<file path="src/inc/isb_cfg.svh">
`ifndef ISB_CFG_SVH
`define ISB_CFG_SVH

// Scoreboard geometry
`define ISB_SB_W 8
`define ISB_LO_MSB 3
`define ISB_UP_LSB 4
`define ISB_UP_MSB 7
`define ISB_FILL_BIT 0
`define ISB_SB_RST 8'h00

// Tracked slots of the issue queue and instruction age tags
`define ISB_NSLOT 8
`define ISB_SLOT_W 3
`define ISB_AGE_W 8

// Explicitly written registers and their staging groups
`define ISB_DW 64
`define ISB_NREG 8
`define ISB_IDX_W 3
`define ISB_NSTG 4
`define ISB_STG_W 2
`define ISB_REG_TAG 3'h0
`define ISB_REG_ENTRY 3'h1
`define ISB_DATA_RST 64'h0000000000000000

// Exception-written register widths
`define ISB_STAT_W 16

`endif

</file>
<file path="src/inc/isb_pkg.sv">
`include "isb_cfg.svh"

package isb_pkg;

    typedef enum logic [1:0] {
        k_read = 2'h0,
        k_write = 2'h1,
        k_mem = 2'h2,
        k_other = 2'h3
    } isb_kind_t;

    typedef enum logic {
        lk_default,
        lk_locked
    } isb_lock_t;

    // Modular age compare: tags wrap, window must stay under half the range
    function automatic logic isb_older(
        input logic [`ISB_AGE_W-1:0] a,
        input logic [`ISB_AGE_W-1:0] b
    );
        logic [`ISB_AGE_W-1:0] diff;
        diff = a - b;
        return diff[`ISB_AGE_W-1];
    endfunction

endpackage

</file>
<file path="src/isb_scoreboard.sv">
`timescale 1ns/1ps
`include "isb_cfg.svh"

module isb_scoreboard (
    input wire logic ref_clk,
    input wire logic resetn,
    input wire logic ent_valid,
    input wire logic [1:0] ent_kind,
    input wire logic [`ISB_SB_W-1:0] ent_mask,
    input wire logic [`ISB_IDX_W-1:0] ent_idx,
    input wire logic [`ISB_AGE_W-1:0] ent_age,
    output logic ent_accept_q,
    output logic [`ISB_SLOT_W-1:0] ent_slot_q,
    input wire logic iss_valid,
    input wire logic [`ISB_SLOT_W-1:0] iss_slot,
    input wire logic [`ISB_DW-1:0] iss_wdata,
    output logic [`ISB_NSLOT-1:0] iss_ok_q,
    output logic rd_valid_q,
    output logic [`ISB_DW-1:0] rd_data_q,
    input wire logic ret_valid,
    input wire logic [`ISB_SLOT_W-1:0] ret_slot,
    output logic [`ISB_NSLOT-1:0] ret_ok_q,
    input wire logic kill_valid,
    input wire logic [`ISB_AGE_W-1:0] kill_age,
    input wire logic pte_load_issue,
    output logic tb_barrier_q,
    output logic [`ISB_SB_W-1:0] sb_bits_q,
    output logic [`ISB_DW-1:0] data_tb_tag_reg_q,
    output logic [`ISB_DW-1:0] data_tb_entry_reg_q,
    input wire logic exc_valid,
    input wire logic [`ISB_AGE_W-1:0] exc_age,
    input wire logic [`ISB_DW-1:0] exc_pc,
    input wire logic [`ISB_DW-1:0] exc_va,
    input wire logic [`ISB_STAT_W-1:0] exc_stat,
    output logic [`ISB_DW-1:0] exception_pc_reg_q,
    output logic [`ISB_DW-1:0] fault_virtual_address_reg_q,
    output logic [`ISB_STAT_W-1:0] memory_fault_status_reg_q,
    output logic exc_locked_q
);
    isb_pkg::isb_kind_t ent_k;
    logic [`ISB_NSLOT-1:0] s_valid, s_issued, s_alloc, s_iss, s_free;
    logic [`ISB_NSLOT-1:0] s_killed, iss_ok_d, ret_ok_d;
    isb_pkg::isb_kind_t s_kind [`ISB_NSLOT];
    logic [`ISB_SB_W-1:0] s_mask [`ISB_NSLOT];
    logic [`ISB_AGE_W-1:0] s_age [`ISB_NSLOT];
    logic [`ISB_IDX_W-1:0] s_idx [`ISB_NSLOT];

    logic [`ISB_SB_W-1:0] sb_d, alloc_mask;
    logic ent_ok, ent_d, free_found, dep_block, iss_go, ret_go;
    logic [`ISB_SLOT_W-1:0] free_slot, slot_d;
    logic [`ISB_STG_W-1:0] iss_grp, ret_grp;

    logic [`ISB_DW-1:0] stg_q [`ISB_NSTG];
    logic [`ISB_DW-1:0] stg_d [`ISB_NSTG];
    logic [`ISB_IDX_W-1:0] stg_dst_q [`ISB_NSTG];
    logic [`ISB_IDX_W-1:0] stg_dst_d [`ISB_NSTG];
    logic [`ISB_DW-1:0] com_q [`ISB_NREG];
    logic [`ISB_DW-1:0] com_d [`ISB_NREG];
    logic rd_valid_d, tb_barrier_d;
    logic [`ISB_DW-1:0] rd_data_d;
    logic [`ISB_DW-1:0] pc_w, va_w;
    logic [`ISB_STAT_W-1:0] stat_w;
    logic lk_pc, lk_va, lk_stat, locked_d;

    assign ent_k = isb_pkg::isb_kind_t'(ent_kind);

    genvar g;
    generate
        for (g = 0; g < `ISB_NSLOT; g++) begin : g_slot
            isb_slot u_slot (
                .ref_clk(ref_clk),
                .resetn(resetn),
                .alloc(s_alloc[g]),
                .alloc_kind(ent_k),
                .alloc_mask(alloc_mask),
                .alloc_age(ent_age),
                .alloc_idx(ent_idx),
                .mark_issued(s_iss[g]),
                .free(s_free[g]),
                .valid(s_valid[g]),
                .kind(s_kind[g]),
                .mask(s_mask[g]),
                .age(s_age[g]),
                .idx(s_idx[g]),
                .issued(s_issued[g])
            );
        end
    endgenerate

    // Entry side: free slot, readers still waiting, and stall decision
    always_comb begin
        free_found = 1'b0;
        free_slot = '0;
        dep_block = 1'b0;
        for (int i = `ISB_NSLOT - 1; i >= 0; i--) begin
            if (!s_valid[i]) begin
                free_found = 1'b1;
                free_slot = `ISB_SLOT_W'(i);
            end
            if (s_valid[i] && !s_issued[i] &&
                (s_kind[i] == isb_pkg::k_read ||
                 s_kind[i] == isb_pkg::k_mem) &&
                ((s_mask[i] & ent_mask) != '0)) begin
                dep_block = 1'b1;
            end
        end
        case (ent_k)
            isb_pkg::k_read, isb_pkg::k_write: begin
                alloc_mask = ent_mask;
            end
            isb_pkg::k_mem: begin
                // Capture only the low bits set at entry
                alloc_mask = {4'h0, sb_bits_q[`ISB_LO_MSB:0]};
            end
            default: begin
                alloc_mask = '0;
            end
        endcase
        // One entry per two cycles so a request held one cycle past its accept is not taken twice
        ent_ok = ent_valid && !ent_accept_q && free_found &&
            !(kill_valid && !isb_pkg::isb_older(ent_age, kill_age));
        if ((ent_k == isb_pkg::k_read || ent_k == isb_pkg::k_write) &&
            (((sb_bits_q & ent_mask) != '0) || dep_block)) begin
            ent_ok = 1'b0;
        end
        s_alloc = '0;
        if (ent_ok) begin
            s_alloc[free_slot] = 1'b1;
        end
        ent_d = ent_ok;
        slot_d = ent_ok ? free_slot : ent_slot_q;
    end

    // Issue and retire eligibility per slot
    always_comb begin
        for (int i = 0; i < `ISB_NSLOT; i++) begin
            case (s_kind[i])
                isb_pkg::k_read: begin
                    // No check against other reads
                    iss_ok_d[i] = (sb_bits_q & s_mask[i]) == '0;
                end
                isb_pkg::k_mem: begin
                    iss_ok_d[i] = (sb_bits_q[`ISB_LO_MSB:0] &
                        s_mask[i][`ISB_LO_MSB:0]) == 4'h0;
                end
                default: begin
                    iss_ok_d[i] = 1'b1;
                end
            endcase
            iss_ok_d[i] = iss_ok_d[i] && s_valid[i] && !s_issued[i];
            ret_ok_d[i] = s_valid[i] && s_issued[i];
            for (int j = 0; j < `ISB_NSLOT; j++) begin
                if (s_kind[i] == isb_pkg::k_write && s_valid[j] &&
                    s_kind[j] == isb_pkg::k_read && s_idx[j] == s_idx[i] &&
                    isb_pkg::isb_older(s_age[j], s_age[i])) begin
                    ret_ok_d[i] = 1'b0;
                end
            end
            s_killed[i] = kill_valid && s_valid[i] &&
                !isb_pkg::isb_older(s_age[i], kill_age);
        end
        iss_go = iss_valid && iss_ok_d[iss_slot];
        ret_go = ret_valid && ret_ok_d[ret_slot];
        s_iss = '0;
        s_free = s_killed;
        if (iss_go) begin
            s_iss[iss_slot] = 1'b1;
        end
        if (ret_go) begin
            s_free[ret_slot] = 1'b1;
        end
    end

    // Scoreboard bits: clears first, then the entry set so a set wins
    always_comb begin
        sb_d = sb_bits_q;
        if (iss_go && s_kind[iss_slot] == isb_pkg::k_write) begin
            sb_d[`ISB_LO_MSB:0] = sb_d[`ISB_LO_MSB:0] &
                ~s_mask[iss_slot][`ISB_LO_MSB:0];
        end
        if (ret_go && s_kind[ret_slot] == isb_pkg::k_write) begin
            sb_d[`ISB_UP_MSB:`ISB_UP_LSB] = sb_d[`ISB_UP_MSB:`ISB_UP_LSB] &
                ~s_mask[ret_slot][`ISB_UP_MSB:`ISB_UP_LSB];
        end
        for (int i = 0; i < `ISB_NSLOT; i++) begin
            if (s_killed[i] && s_kind[i] == isb_pkg::k_write) begin
                sb_d = sb_d & ~s_mask[i];
            end
        end
        if (ent_ok && ent_k == isb_pkg::k_write) begin
            sb_d = sb_d | ent_mask;
        end
    end

    // Staging and committed copies of the explicitly written registers
    assign iss_grp = s_idx[iss_slot][`ISB_IDX_W-1:1];
    assign ret_grp = s_idx[ret_slot][`ISB_IDX_W-1:1];

    always_comb begin
        stg_d = stg_q;
        stg_dst_d = stg_dst_q;
        com_d = com_q;
        rd_valid_d = 1'b0;
        rd_data_d = rd_data_q;
        if (iss_go && s_kind[iss_slot] == isb_pkg::k_write) begin
            // Neighbouring indices share one staging register
            stg_d[iss_grp] = iss_wdata;
            stg_dst_d[iss_grp] = s_idx[iss_slot];
        end
        if (iss_go && s_kind[iss_slot] == isb_pkg::k_read) begin
            rd_valid_d = 1'b1;
            rd_data_d = com_q[s_idx[iss_slot]];
        end
        if (ret_go && s_kind[ret_slot] == isb_pkg::k_write) begin
            com_d[stg_dst_q[ret_grp]] = stg_q[ret_grp];
        end
        // Barrier only while a fill flow still owns bit zero
        tb_barrier_d = pte_load_issue && sb_bits_q[`ISB_FILL_BIT];
    end

    always_ff @(posedge ref_clk or negedge resetn) begin
        if (!resetn) begin
            sb_bits_q <= `ISB_SB_RST;
            ent_accept_q <= 1'b0;
            ent_slot_q <= '0;
            iss_ok_q <= '0;
            ret_ok_q <= '0;
            rd_valid_q <= 1'b0;
            rd_data_q <= `ISB_DATA_RST;
            tb_barrier_q <= 1'b0;
            exc_locked_q <= 1'b0;
            for (int i = 0; i < `ISB_NSTG; i++) begin
                stg_q[i] <= `ISB_DATA_RST;
                stg_dst_q[i] <= '0;
            end
            for (int i = 0; i < `ISB_NREG; i++) begin
                com_q[i] <= `ISB_DATA_RST;
            end
        end else begin
            sb_bits_q <= sb_d;
            ent_accept_q <= ent_d;
            ent_slot_q <= slot_d;
            iss_ok_q <= iss_ok_d & ~s_iss & ~s_free;
            ret_ok_q <= ret_ok_d & ~s_free;
            rd_valid_q <= rd_valid_d;
            rd_data_q <= rd_data_d;
            tb_barrier_q <= tb_barrier_d;
            exc_locked_q <= locked_d;
            stg_q <= stg_d;
            stg_dst_q <= stg_dst_d;
            com_q <= com_d;
        end
    end

    assign data_tb_tag_reg_q = com_q[`ISB_REG_TAG];
    assign data_tb_entry_reg_q = com_q[`ISB_REG_ENTRY];

    // Implicitly written registers: one locked capture of the oldest live exception
    isb_excreg #(.W(`ISB_DW)) u_exc_pc (
        .ref_clk(ref_clk),
        .resetn(resetn),
        .exc_valid(exc_valid),
        .exc_age(exc_age),
        .exc_data(exc_pc),
        .kill_valid(kill_valid),
        .kill_age(kill_age),
        .data(pc_w),
        .locked(lk_pc)
    );

    isb_excreg #(.W(`ISB_DW)) u_exc_va (
        .ref_clk(ref_clk),
        .resetn(resetn),
        .exc_valid(exc_valid),
        .exc_age(exc_age),
        .exc_data(exc_va),
        .kill_valid(kill_valid),
        .kill_age(kill_age),
        .data(va_w),
        .locked(lk_va)
    );

    isb_excreg #(.W(`ISB_STAT_W)) u_exc_stat (
        .ref_clk(ref_clk),
        .resetn(resetn),
        .exc_valid(exc_valid),
        .exc_age(exc_age),
        .exc_data(exc_stat),
        .kill_valid(kill_valid),
        .kill_age(kill_age),
        .data(stat_w),
        .locked(lk_stat)
    );

    assign exception_pc_reg_q = pc_w;
    assign fault_virtual_address_reg_q = va_w;
    assign memory_fault_status_reg_q = stat_w;
    assign locked_d = lk_pc | lk_va | lk_stat;
endmodule

</file>
<file path="src/isb_slot.sv">
`timescale 1ns/1ps
`include "isb_cfg.svh"

module isb_slot (
    input wire logic ref_clk,
    input wire logic resetn,
    input wire logic alloc,
    input wire isb_pkg::isb_kind_t alloc_kind,
    input wire logic [`ISB_SB_W-1:0] alloc_mask,
    input wire logic [`ISB_AGE_W-1:0] alloc_age,
    input wire logic [`ISB_IDX_W-1:0] alloc_idx,
    input wire logic mark_issued,
    input wire logic free,
    output logic valid,
    output isb_pkg::isb_kind_t kind,
    output logic [`ISB_SB_W-1:0] mask,
    output logic [`ISB_AGE_W-1:0] age,
    output logic [`ISB_IDX_W-1:0] idx,
    output logic issued
);
    logic valid_q, valid_d, issued_q, issued_d;
    isb_pkg::isb_kind_t kind_q, kind_d;
    logic [`ISB_SB_W-1:0] mask_q, mask_d;
    logic [`ISB_AGE_W-1:0] age_q, age_d;
    logic [`ISB_IDX_W-1:0] idx_q, idx_d;

    always_comb begin
        valid_d = valid_q;
        issued_d = issued_q;
        kind_d = kind_q;
        mask_d = mask_q;
        age_d = age_q;
        idx_d = idx_q;
        if (mark_issued) begin
            issued_d = 1'b1;
        end
        if (free) begin
            valid_d = 1'b0;
            issued_d = 1'b0;
        end
        if (alloc) begin
            valid_d = 1'b1;
            issued_d = 1'b0;
            kind_d = alloc_kind;
            mask_d = alloc_mask;
            age_d = alloc_age;
            idx_d = alloc_idx;
        end
    end

    always_ff @(posedge ref_clk or negedge resetn) begin
        if (!resetn) begin
            valid_q <= 1'b0;
            issued_q <= 1'b0;
            kind_q <= isb_pkg::k_other;
            mask_q <= `ISB_SB_RST;
            age_q <= '0;
            idx_q <= '0;
        end else begin
            valid_q <= valid_d;
            issued_q <= issued_d;
            kind_q <= kind_d;
            mask_q <= mask_d;
            age_q <= age_d;
            idx_q <= idx_d;
        end
    end

    assign valid = valid_q;
    assign issued = issued_q;
    assign kind = kind_q;
    assign mask = mask_q;
    assign age = age_q;
    assign idx = idx_q;
endmodule

</file>
<file path="src/isb_excreg.sv">
`timescale 1ns/1ps
`include "isb_cfg.svh"

module isb_excreg #(
    parameter int W = 64
) (
    input wire logic ref_clk,
    input wire logic resetn,
    input wire logic exc_valid,
    input wire logic [`ISB_AGE_W-1:0] exc_age,
    input wire logic [W-1:0] exc_data,
    input wire logic kill_valid,
    input wire logic [`ISB_AGE_W-1:0] kill_age,
    output logic [W-1:0] data,
    output logic locked
);
    isb_pkg::isb_lock_t st_q, st_d;
    logic [W-1:0] data_q, data_d;
    logic [`ISB_AGE_W-1:0] age_q, age_d;
    logic exc_live;

    always_comb begin
        st_d = st_q;
        data_d = data_q;
        age_d = age_q;
        // An exception from an instruction killed in the same cycle is void
        exc_live = exc_valid &&
            !(kill_valid && !isb_pkg::isb_older(exc_age, kill_age));
        case (st_q)
            isb_pkg::lk_default: begin
                if (exc_live) begin
                    data_d = exc_data;
                    age_d = exc_age;
                    st_d = isb_pkg::lk_locked;
                end
            end
            isb_pkg::lk_locked: begin
                if (kill_valid &&
                    !isb_pkg::isb_older(age_q, kill_age)) begin
                    st_d = isb_pkg::lk_default;
                    if (exc_live) begin
                        data_d = exc_data;
                        age_d = exc_age;
                        st_d = isb_pkg::lk_locked;
                    end
                end else if (exc_live &&
                    isb_pkg::isb_older(exc_age, age_q)) begin
                    data_d = exc_data;
                    age_d = exc_age;
                end
            end
            default: begin
                st_d = isb_pkg::lk_default;
            end
        endcase
    end

    always_ff @(posedge ref_clk or negedge resetn) begin
        if (!resetn) begin
            st_q <= isb_pkg::lk_default;
            data_q <= '0;
            age_q <= '0;
        end else begin
            st_q <= st_d;
            data_q <= data_d;
            age_q <= age_d;
        end
    end

    assign data = data_q;
    assign locked = (st_q == isb_pkg::lk_locked);
endmodule

</file>
<file path="config.mk">
export PLATFORM = sky130hd
export DESIGN_NAME = isb_scoreboard
export DESIGN_NICKNAME = d
export VERILOG_FILES = /design/src/inc/isb_pkg.sv /design/src/isb_scoreboard.sv /design/src/isb_slot.sv /design/src/isb_excreg.sv
export VERILOG_INCLUDE_DIRS = /design/src /design/src/inc
export SDC_FILE = /design/constraint.sdc
export NUM_CORES = 2
export LEC_CHECK = 0
export BUFFER_PORTS_ARGS = -buffer_cell sky130_fd_sc_hd__buf_4
export CAP_MARGIN = 20
export CORE_MARGIN = 10
export CORE_UTILIZATION = 53
export DETAILED_ROUTE_END_ITERATION = 6
export PLACE_DENSITY = 0.68
export SYNTH_ARGS = -nofsm -noshare
export SYNTH_HDL_FRONTEND = slang
export SYNTH_SLANG_ARGS = --single-unit
</file>
<file path="constraint.sdc">
create_clock -name ref_clk -period 6.05 [get_ports ref_clk]
set_clock_uncertainty 0.05 [all_clocks]
set_input_delay 0.605 -clock ref_clk [delete_from_list [all_inputs] [get_ports ref_clk]]
set_output_delay 0.605 -clock ref_clk [all_outputs]
set_load 0.1 [all_outputs]
</file>
After elaboration in Yosys (flattened, before gate mapping)
Cells that the tools add are included.
{"block": "word_totals", "elab_cells": 979, "register_bits": 1230, "output_inout_bits": 367, "in_bits": 259}
{"block": "op_classes", "n_bitwise": 63, "muxes": 230, "n_eq_ne": 79, "n_reduce_logical": 431, "order_cmp": 14, "add_sub_neg": 80}
{"op": "64-bit 2-to-1 mux", "count": 12}
{"op": "8-bit subtractor", "count": 80}
{"op": "512-bit bitwise mux", "count": 1}
{"op": "1-bit logical AND", "count": 345}
{"op": "256-bit bitwise mux", "count": 1}
{"op": "64-bit one-hot mux with 2 select lines", "count": 2}
{"op": "8-bit AND", "count": 28}
{"op": "64-bit binary-select mux with 3-bit select", "count": 1}
{"op": "64-bit demux with 3-bit select", "count": 1}
{"op": "8-bit 2-to-1 mux", "count": 23}
{"op": "3-bit equality test", "count": 56}
{"op": "1-bit 2-to-1 mux", "count": 131}
{"op": "64-bit binary-select mux with 2-bit select", "count": 1}
{"op": "64-bit demux with 2-bit select", "count": 1}
{"op": "8-bit inverter", "count": 10}
{"op": "8-bit nonzero test", "count": 9}
{"op": "8-bit zero test", "count": 8}
{"op": "8-bit one-hot mux with 2 select lines", "count": 4}
{"op": "8-bit binary-select mux with 3-bit select", "count": 2}
{"op": "16-bit 2-to-1 mux", "count": 3}
{"op": "3-bit 2-to-1 mux", "count": 15}
{"op": "4-bit AND", "count": 10}
{"op": "4-bit zero test", "count": 8}
{"op": "16-bit one-hot mux with 2 select lines", "count": 1}
{"op": "other kinds (31)", "count": 144}

Logic depth before layout (Yosys ltp)
{"block": "logic_depth", "ltp_word": 36, "mapped_depth": 15, "mapped_depth_nobuf": 12}

Cells and area by module
From an unflattened synthesis, not the netlist that was laid out.
{"block": "unflattened", "cells_unflattened": 6271, "area_unflattened_um2": 69849.5}
{"module": "isb_scoreboard", "instances": 1, "cells_each": 5279, "seq_area_each_um2": 21896.0, "area_per_inst_um2": 54863.9}
{"module": "isb_slot", "instances": 8, "cells_each": 50, "seq_area_each_um2": 578.1, "area_per_inst_um2": 857.1}
{"module": "isb_excreg (u_exc_pc ...)", "instances": 2, "cells_each": 231, "seq_area_each_um2": 1826.8, "area_per_inst_um2": 3271.9}
{"module": "isb_excreg (u_exc_stat)", "instances": 1, "cells_each": 130, "seq_area_each_um2": 625.6, "area_per_inst_um2": 1585.3}

Worst setup path before layout
OpenSTA, ideal clock, no wires.
{"block": "synth_path", "kind": "register to register", "from": "register g_slot[1].u_slot.age_q[6]", "to": "register com_q[225] (netlist bit)", "t_arrival_ns": 3.671, "slack_ns": 2.201, "n_path_buf": 3, "path_stages_with_launch": 16, "setup_ns": 0.128, "cell_sequence": "dfrtp_1 > inv_1 > ha_1 > and3_1 > a221o_1 > a31oi_1 > mux2_2 > a211o_1 > nor4_1 > o221ai_1 > nor2_1 > buf_4 > nand4b_1 > buf_2 > buf_2 > mux2_1"}
{"block": "synth_via", "elab_chain_cells": 14, "word_cells_on_any_way": 91, "cone_classes": "add/sub (15); mux (59); reduce/logical (17)"}
{"item": "from (decl)", "line_no": "isb_slot.sv:24", "text": "logic [`ISB_AGE_W-1:0] age_q, age_d;"}
{"item": "from (signal assigned)", "line_no": "isb_slot.sv:64", "text": "age_q <= age_d;"}
{"item": "8-bit subtractor", "line_no": "isb_pkg.sv:23", "text": "diff = a - b;"}
{"item": "1-bit logical AND", "line_no": "isb_scoreboard.sv:154", "text": "s_kind[j] == isb_pkg::k_read && s_idx[j] == s_idx[i] &&"}
{"item": "1-bit 2-to-1 mux (8 in series)", "line_no": "isb_scoreboard.sv:153", "text": "if (s_kind[i] == isb_pkg::k_write && s_valid[j] &&"}
{"item": "1-bit binary-select mux with 3-bit select *", "line_no": "isb_scoreboard.sv:163", "text": "ret_go = ret_valid && ret_ok_d[ret_slot];"}
{"item": "1-bit 2-to-1 mux (not written as such) *", "line_no": "isb_scoreboard.sv:163"}
{"item": "1-bit logical AND *", "line_no": "isb_scoreboard.sv:163"}
{"item": "1-bit logical AND *", "line_no": "isb_scoreboard.sv:214", "text": "if (ret_go && s_kind[ret_slot] == isb_pkg::k_write) begin"}
{"item": "to (signal, indexed assignment)", "line_no": "isb_scoreboard.sv:237", "text": "com_q[i] <= `ISB_DATA_RST;"}
{"item": "to (signal assigned)", "line_no": "isb_scoreboard.sv:251", "text": "com_q <= com_d;"}
{"item": "to (decl)", "line_no": "isb_scoreboard.sv:57", "text": "logic [`ISB_DW-1:0] com_q [`ISB_NREG];"}
Every way passes the cells marked *; elsewhere a longest branch is shown, timed or not. The select of a mux whose other input is x is not followed.
A chain may end at the register's enable or synchronous reset.

Worst setup path in the final report
{"block": "layout_path", "from": "register g_slot[2].u_slot.age_q[2]", "to": "register com_q[344] (netlist bit)"}
{"block": "layout_via", "elab_chain_cells": 14, "word_cells_on_any_way": 84, "cone_classes": "add/sub (15); mux (52); reduce/logical (17)"}
{"item": "from (decl)", "line_no": "isb_slot.sv:24"}
{"item": "from (signal assigned)", "line_no": "isb_slot.sv:64"}
{"item": "8-bit subtractor", "line_no": "isb_pkg.sv:23"}
{"item": "1-bit logical AND", "line_no": "isb_scoreboard.sv:154"}
{"item": "1-bit 2-to-1 mux (8 in series)", "line_no": "isb_scoreboard.sv:153"}
{"item": "1-bit binary-select mux with 3-bit select *", "line_no": "isb_scoreboard.sv:163"}
{"item": "1-bit 2-to-1 mux (not written as such) *", "line_no": "isb_scoreboard.sv:163"}
{"item": "1-bit logical AND *", "line_no": "isb_scoreboard.sv:163"}
{"item": "1-bit logical AND *", "line_no": "isb_scoreboard.sv:214"}
Marks and branches as above.

==> results.ini <==
[status]
status = completed

[pwr]
vdd_ir_drop_max_v = 0.000644
power.density_mw_per_mm2 = 512
total_power_mw = 41.3
leakage_nw = 38.5

[synth]
synth_top_family_by_area = multiplexers
avgSynthCellArea_um2 = 11.2
synth_edf_count = 0
ys_ff_latch = 1230
yosys_warnings = 0
synthMuxAreaShare = 0.204
postSynthNetCount = 6858
postSynthCellCount = 6167
synth-simple-area-share = 0.112
synthTopCellsByArea = dfrtp_1 (44%), mux2_2 (12%), ha_1 (7.8%)
synth.cell_area_mm2 = 0.0690
synthFlopType = dfrtp_1
synth-xor-area-share = 0.0218
postSynth.asyncResetShare = 1.00
synth.top_cell.area_share = 0.440
ys_types = 90
synth-adder-area-share = 0.0784
synth.largest_area_cell = dfrtp_1
synth_compound_area_frac = 0.0920
seq_area_frac_synth = 0.447

[detailed_routing]
drt_iter0_drc = 4806
drc = 0
dr_wl_met2_um = 107000
met3_length_um = 16600
vias_per_cell = 6.09
wire_per_inst_um = 27.1
wirelength_um = 232000
antenna_left = 0
num_vias = 52000
wl_met1_um = 99200
top_layer_used = met5
first_pass_iters = 6

[die]
start_util = 0.533
dieArea_mm2 = 0.145
coreArea_mm2 = 0.129
io_pins = 626
die_w_um = 381
die_y_um = 381
rows = 132

[grt]
overflow = 0
grt_max_degree = 161
antenna_found_initial = 21
grt_pass1_wl_um = 347000
grt_usage = 0.310
grt_pass1_vias = 52500

[timing]
setup_violations = 0
drv_slew = 0
rsz0062_at_grt = false
tightest_slew_ns = 1.21
maxSlewHeadroom = 0.170
max_freq_mhz = 188
fin_ws_ns = 0.741
hold_viol = 0
min_period_ns = 5.31
post-route-period-util = 0.878
setup_tns_ns = 0
worst_hold_slack_ns = 0.0411

[clock_network]
worstSkewPairLatency_ns = 0.79
cts_hold_buf = 157
cts-root-buf = clkbuf_16
clk_pin_slew_worst_paths_ns = 0.06
clockBufferDepth = 3
cts_num_sinks = 1230
h-tree-depth = 4
cts_tree = done
cts_resized = 0
post_cts_buffers = 0
cts_buffers = 135

[critical_path]
start_kind = register
worstPathMaxFanout = 36
path_delay_family = simple AND/OR/NAND/NOR gates
path_buf_inv = 3
cp.arrival_ns = 5.90
cp_slowest_cell = a31oi_1
end_kind = register
slowest_delay_ns = 0.71
critical_path_class = reg -> reg
cp.required_ns = 6.64
crit_chain = inv_1 > ha_1 > or2_2 > a31oi_1 > mux2i_1 > a2111oi_0 > and2_1 > nor3_2 > nor4b_4 > buf_4 > and4bb_4 > buf_12 > mux2_1

[hold_path]
hold_class = in -> reg

[finish]
layout-drive-gt1-share = 0.287
post-route-util = 0.623
final_nets = 7378
syn_to_final_growth_pct = 16.9

[placed_design]
place_ws_ns = 0.896
gp_congestion = 1.01
io_buffer_count = 625
place_hpwl_um = 156000

[run]
maxCapViolCount = 0

==> cell families (layout without fill, tap and decap cells) <==
group / after synthesis / after routing
and+or+nand+nor: 1626 / 1626
muxes: 1184 / 1184
AOI/OAI and AO/OA: 916 / 916
adders and majority gates: 432 / 432
buffers and inverters: 607 / 1231
other: 0 / 10
DFF: 1230 / 1230
xor gates and xnor gates: 172 / 172
==> flip-flops by register name (all words and copies together), names as in the netlist, 12 cells and up <==
register	count
com_q	384
data_tb_entry_reg_q	64
data_tb_tag_reg_q	64
g_slot.u_slot.age	64
g_slot.u_slot.idx	24
g_slot.u_slot.kind	16
g_slot.u_slot.mask	64
rd_data_q	64
stg_dst_q	12
stg_q	256
u_exc_pc.data	64
u_exc_stat.data	16
u_exc_va.data	64
==> metrics by stage <==
| step | cells | cell area, um2 |
|---|---|---|
| 6_report | 8543 | 80600 |
| 5_1_grt | 8540 | 80600 |
| 3_3_place_gp | 8134 | 74500 |
| 2_1_floorplan | 6167 | 69000 |
| 3_5_place_dp | 8134 | 74500 |
| 4_1_cts | 8532 | 80600 |
==> path summary, 6_finish.rpt <==
kind / start / to / slack [ns] / depth (start not counted)
setup / recovery: g_slot[2].u_slot.age[2]$_DFFE_PN0P_ / com_q[344]$_DFFE_PN0P_ / 0.74 / 13
hold / removal: iss_wdata[55] / stg_q[55]$_DFFE_PN0P_ / 0.04 / 2
setup reg to reg: g_slot[2].u_slot.age[2]$_DFFE_PN0P_ / com_q[344]$_DFFE_PN0P_ / 0.74 / 13
hold reg to reg: stg_dst_q[1]$_DFFE_PN0P_ / stg_dst_q[1]$_DFFE_PN0P_ / 0.42 / 1
max in group asynchronous: resetn / stg_q[83]$_DFFE_PN0P_ / 4.07 / 3
min in group asynchronous: resetn / u_exc_stat.data[8]$_DFFE_PN0P_ / 0.34 / 2
==> final cells by class <==
type	instances	area, um2
inverter	97	364
antenna	10	25.0
clock inverter	44	617
tap	1742	2180
fill	10300	48700
clock buffer	197	3900
sequential	1230	30800
timing repair buffer	893	7480
multi-input combinational	4330	35200
==> Yosys cell counts (102+ instances only) <==
library cell  instances
a31oi_1             164
mux2_4              180
nor2_1              141
dfrtp_1            1214
a21oi_1             180
buf_4               141
nand2_1             796
nand3_1             201
mux2_2              740
mux2_1              205
and3_1              102
ha_1                432
clkbuf_1            213
xnor2_1             121
==> layer usage <==
metal  vias up  GRT usage
met5         -          0
met3       459     0.0679
met1     26700      0.419
met2      1801      0.487
li1      23000          -
met4        16      0.118
==> power by group <==
part	switching, mW	internal [mW]	leakage (nW)
clock network	3.54	4.91	2.22
registers	2.01	10.1	16.3
logic	14.8	5.80	20.0
total	20.4	20.9	38.5
==> cell usage in the layout, fill, tap and decap left out, types with 137 or more instances in the layout <==
cell type,synthesis,layout
a21oi_1,180,180
a31oi_1,164,163
buf_4,141,704
clkbuf_16,0,137
dfrtp_1,1214,1214
dlygate4sd3_1,0,157
ha_1,432,432
mux2_1,205,205
mux2_2,740,738
mux2_4,180,181
nand2_1,796,791
nand3_1,201,201
nor2_1,141,140
==> worst reg2reg max path, cell delays in order, from the launching register on <==
cell and delay (ns):
dfrtp_1 0.70, inv_1 0.34, ha_1 0.38, or2_2 0.29, a31oi_1 0.71, mux2i_1 0.17
a2111oi_0 0.48, and2_1 0.35, nor3_2 0.10, nor4b_4 0.29, buf_4 0.32, and4bb_4 0.34
buf_12 0.27, mux2_1 0.39
Note: power is estimated with default switching activity, not from simulation.
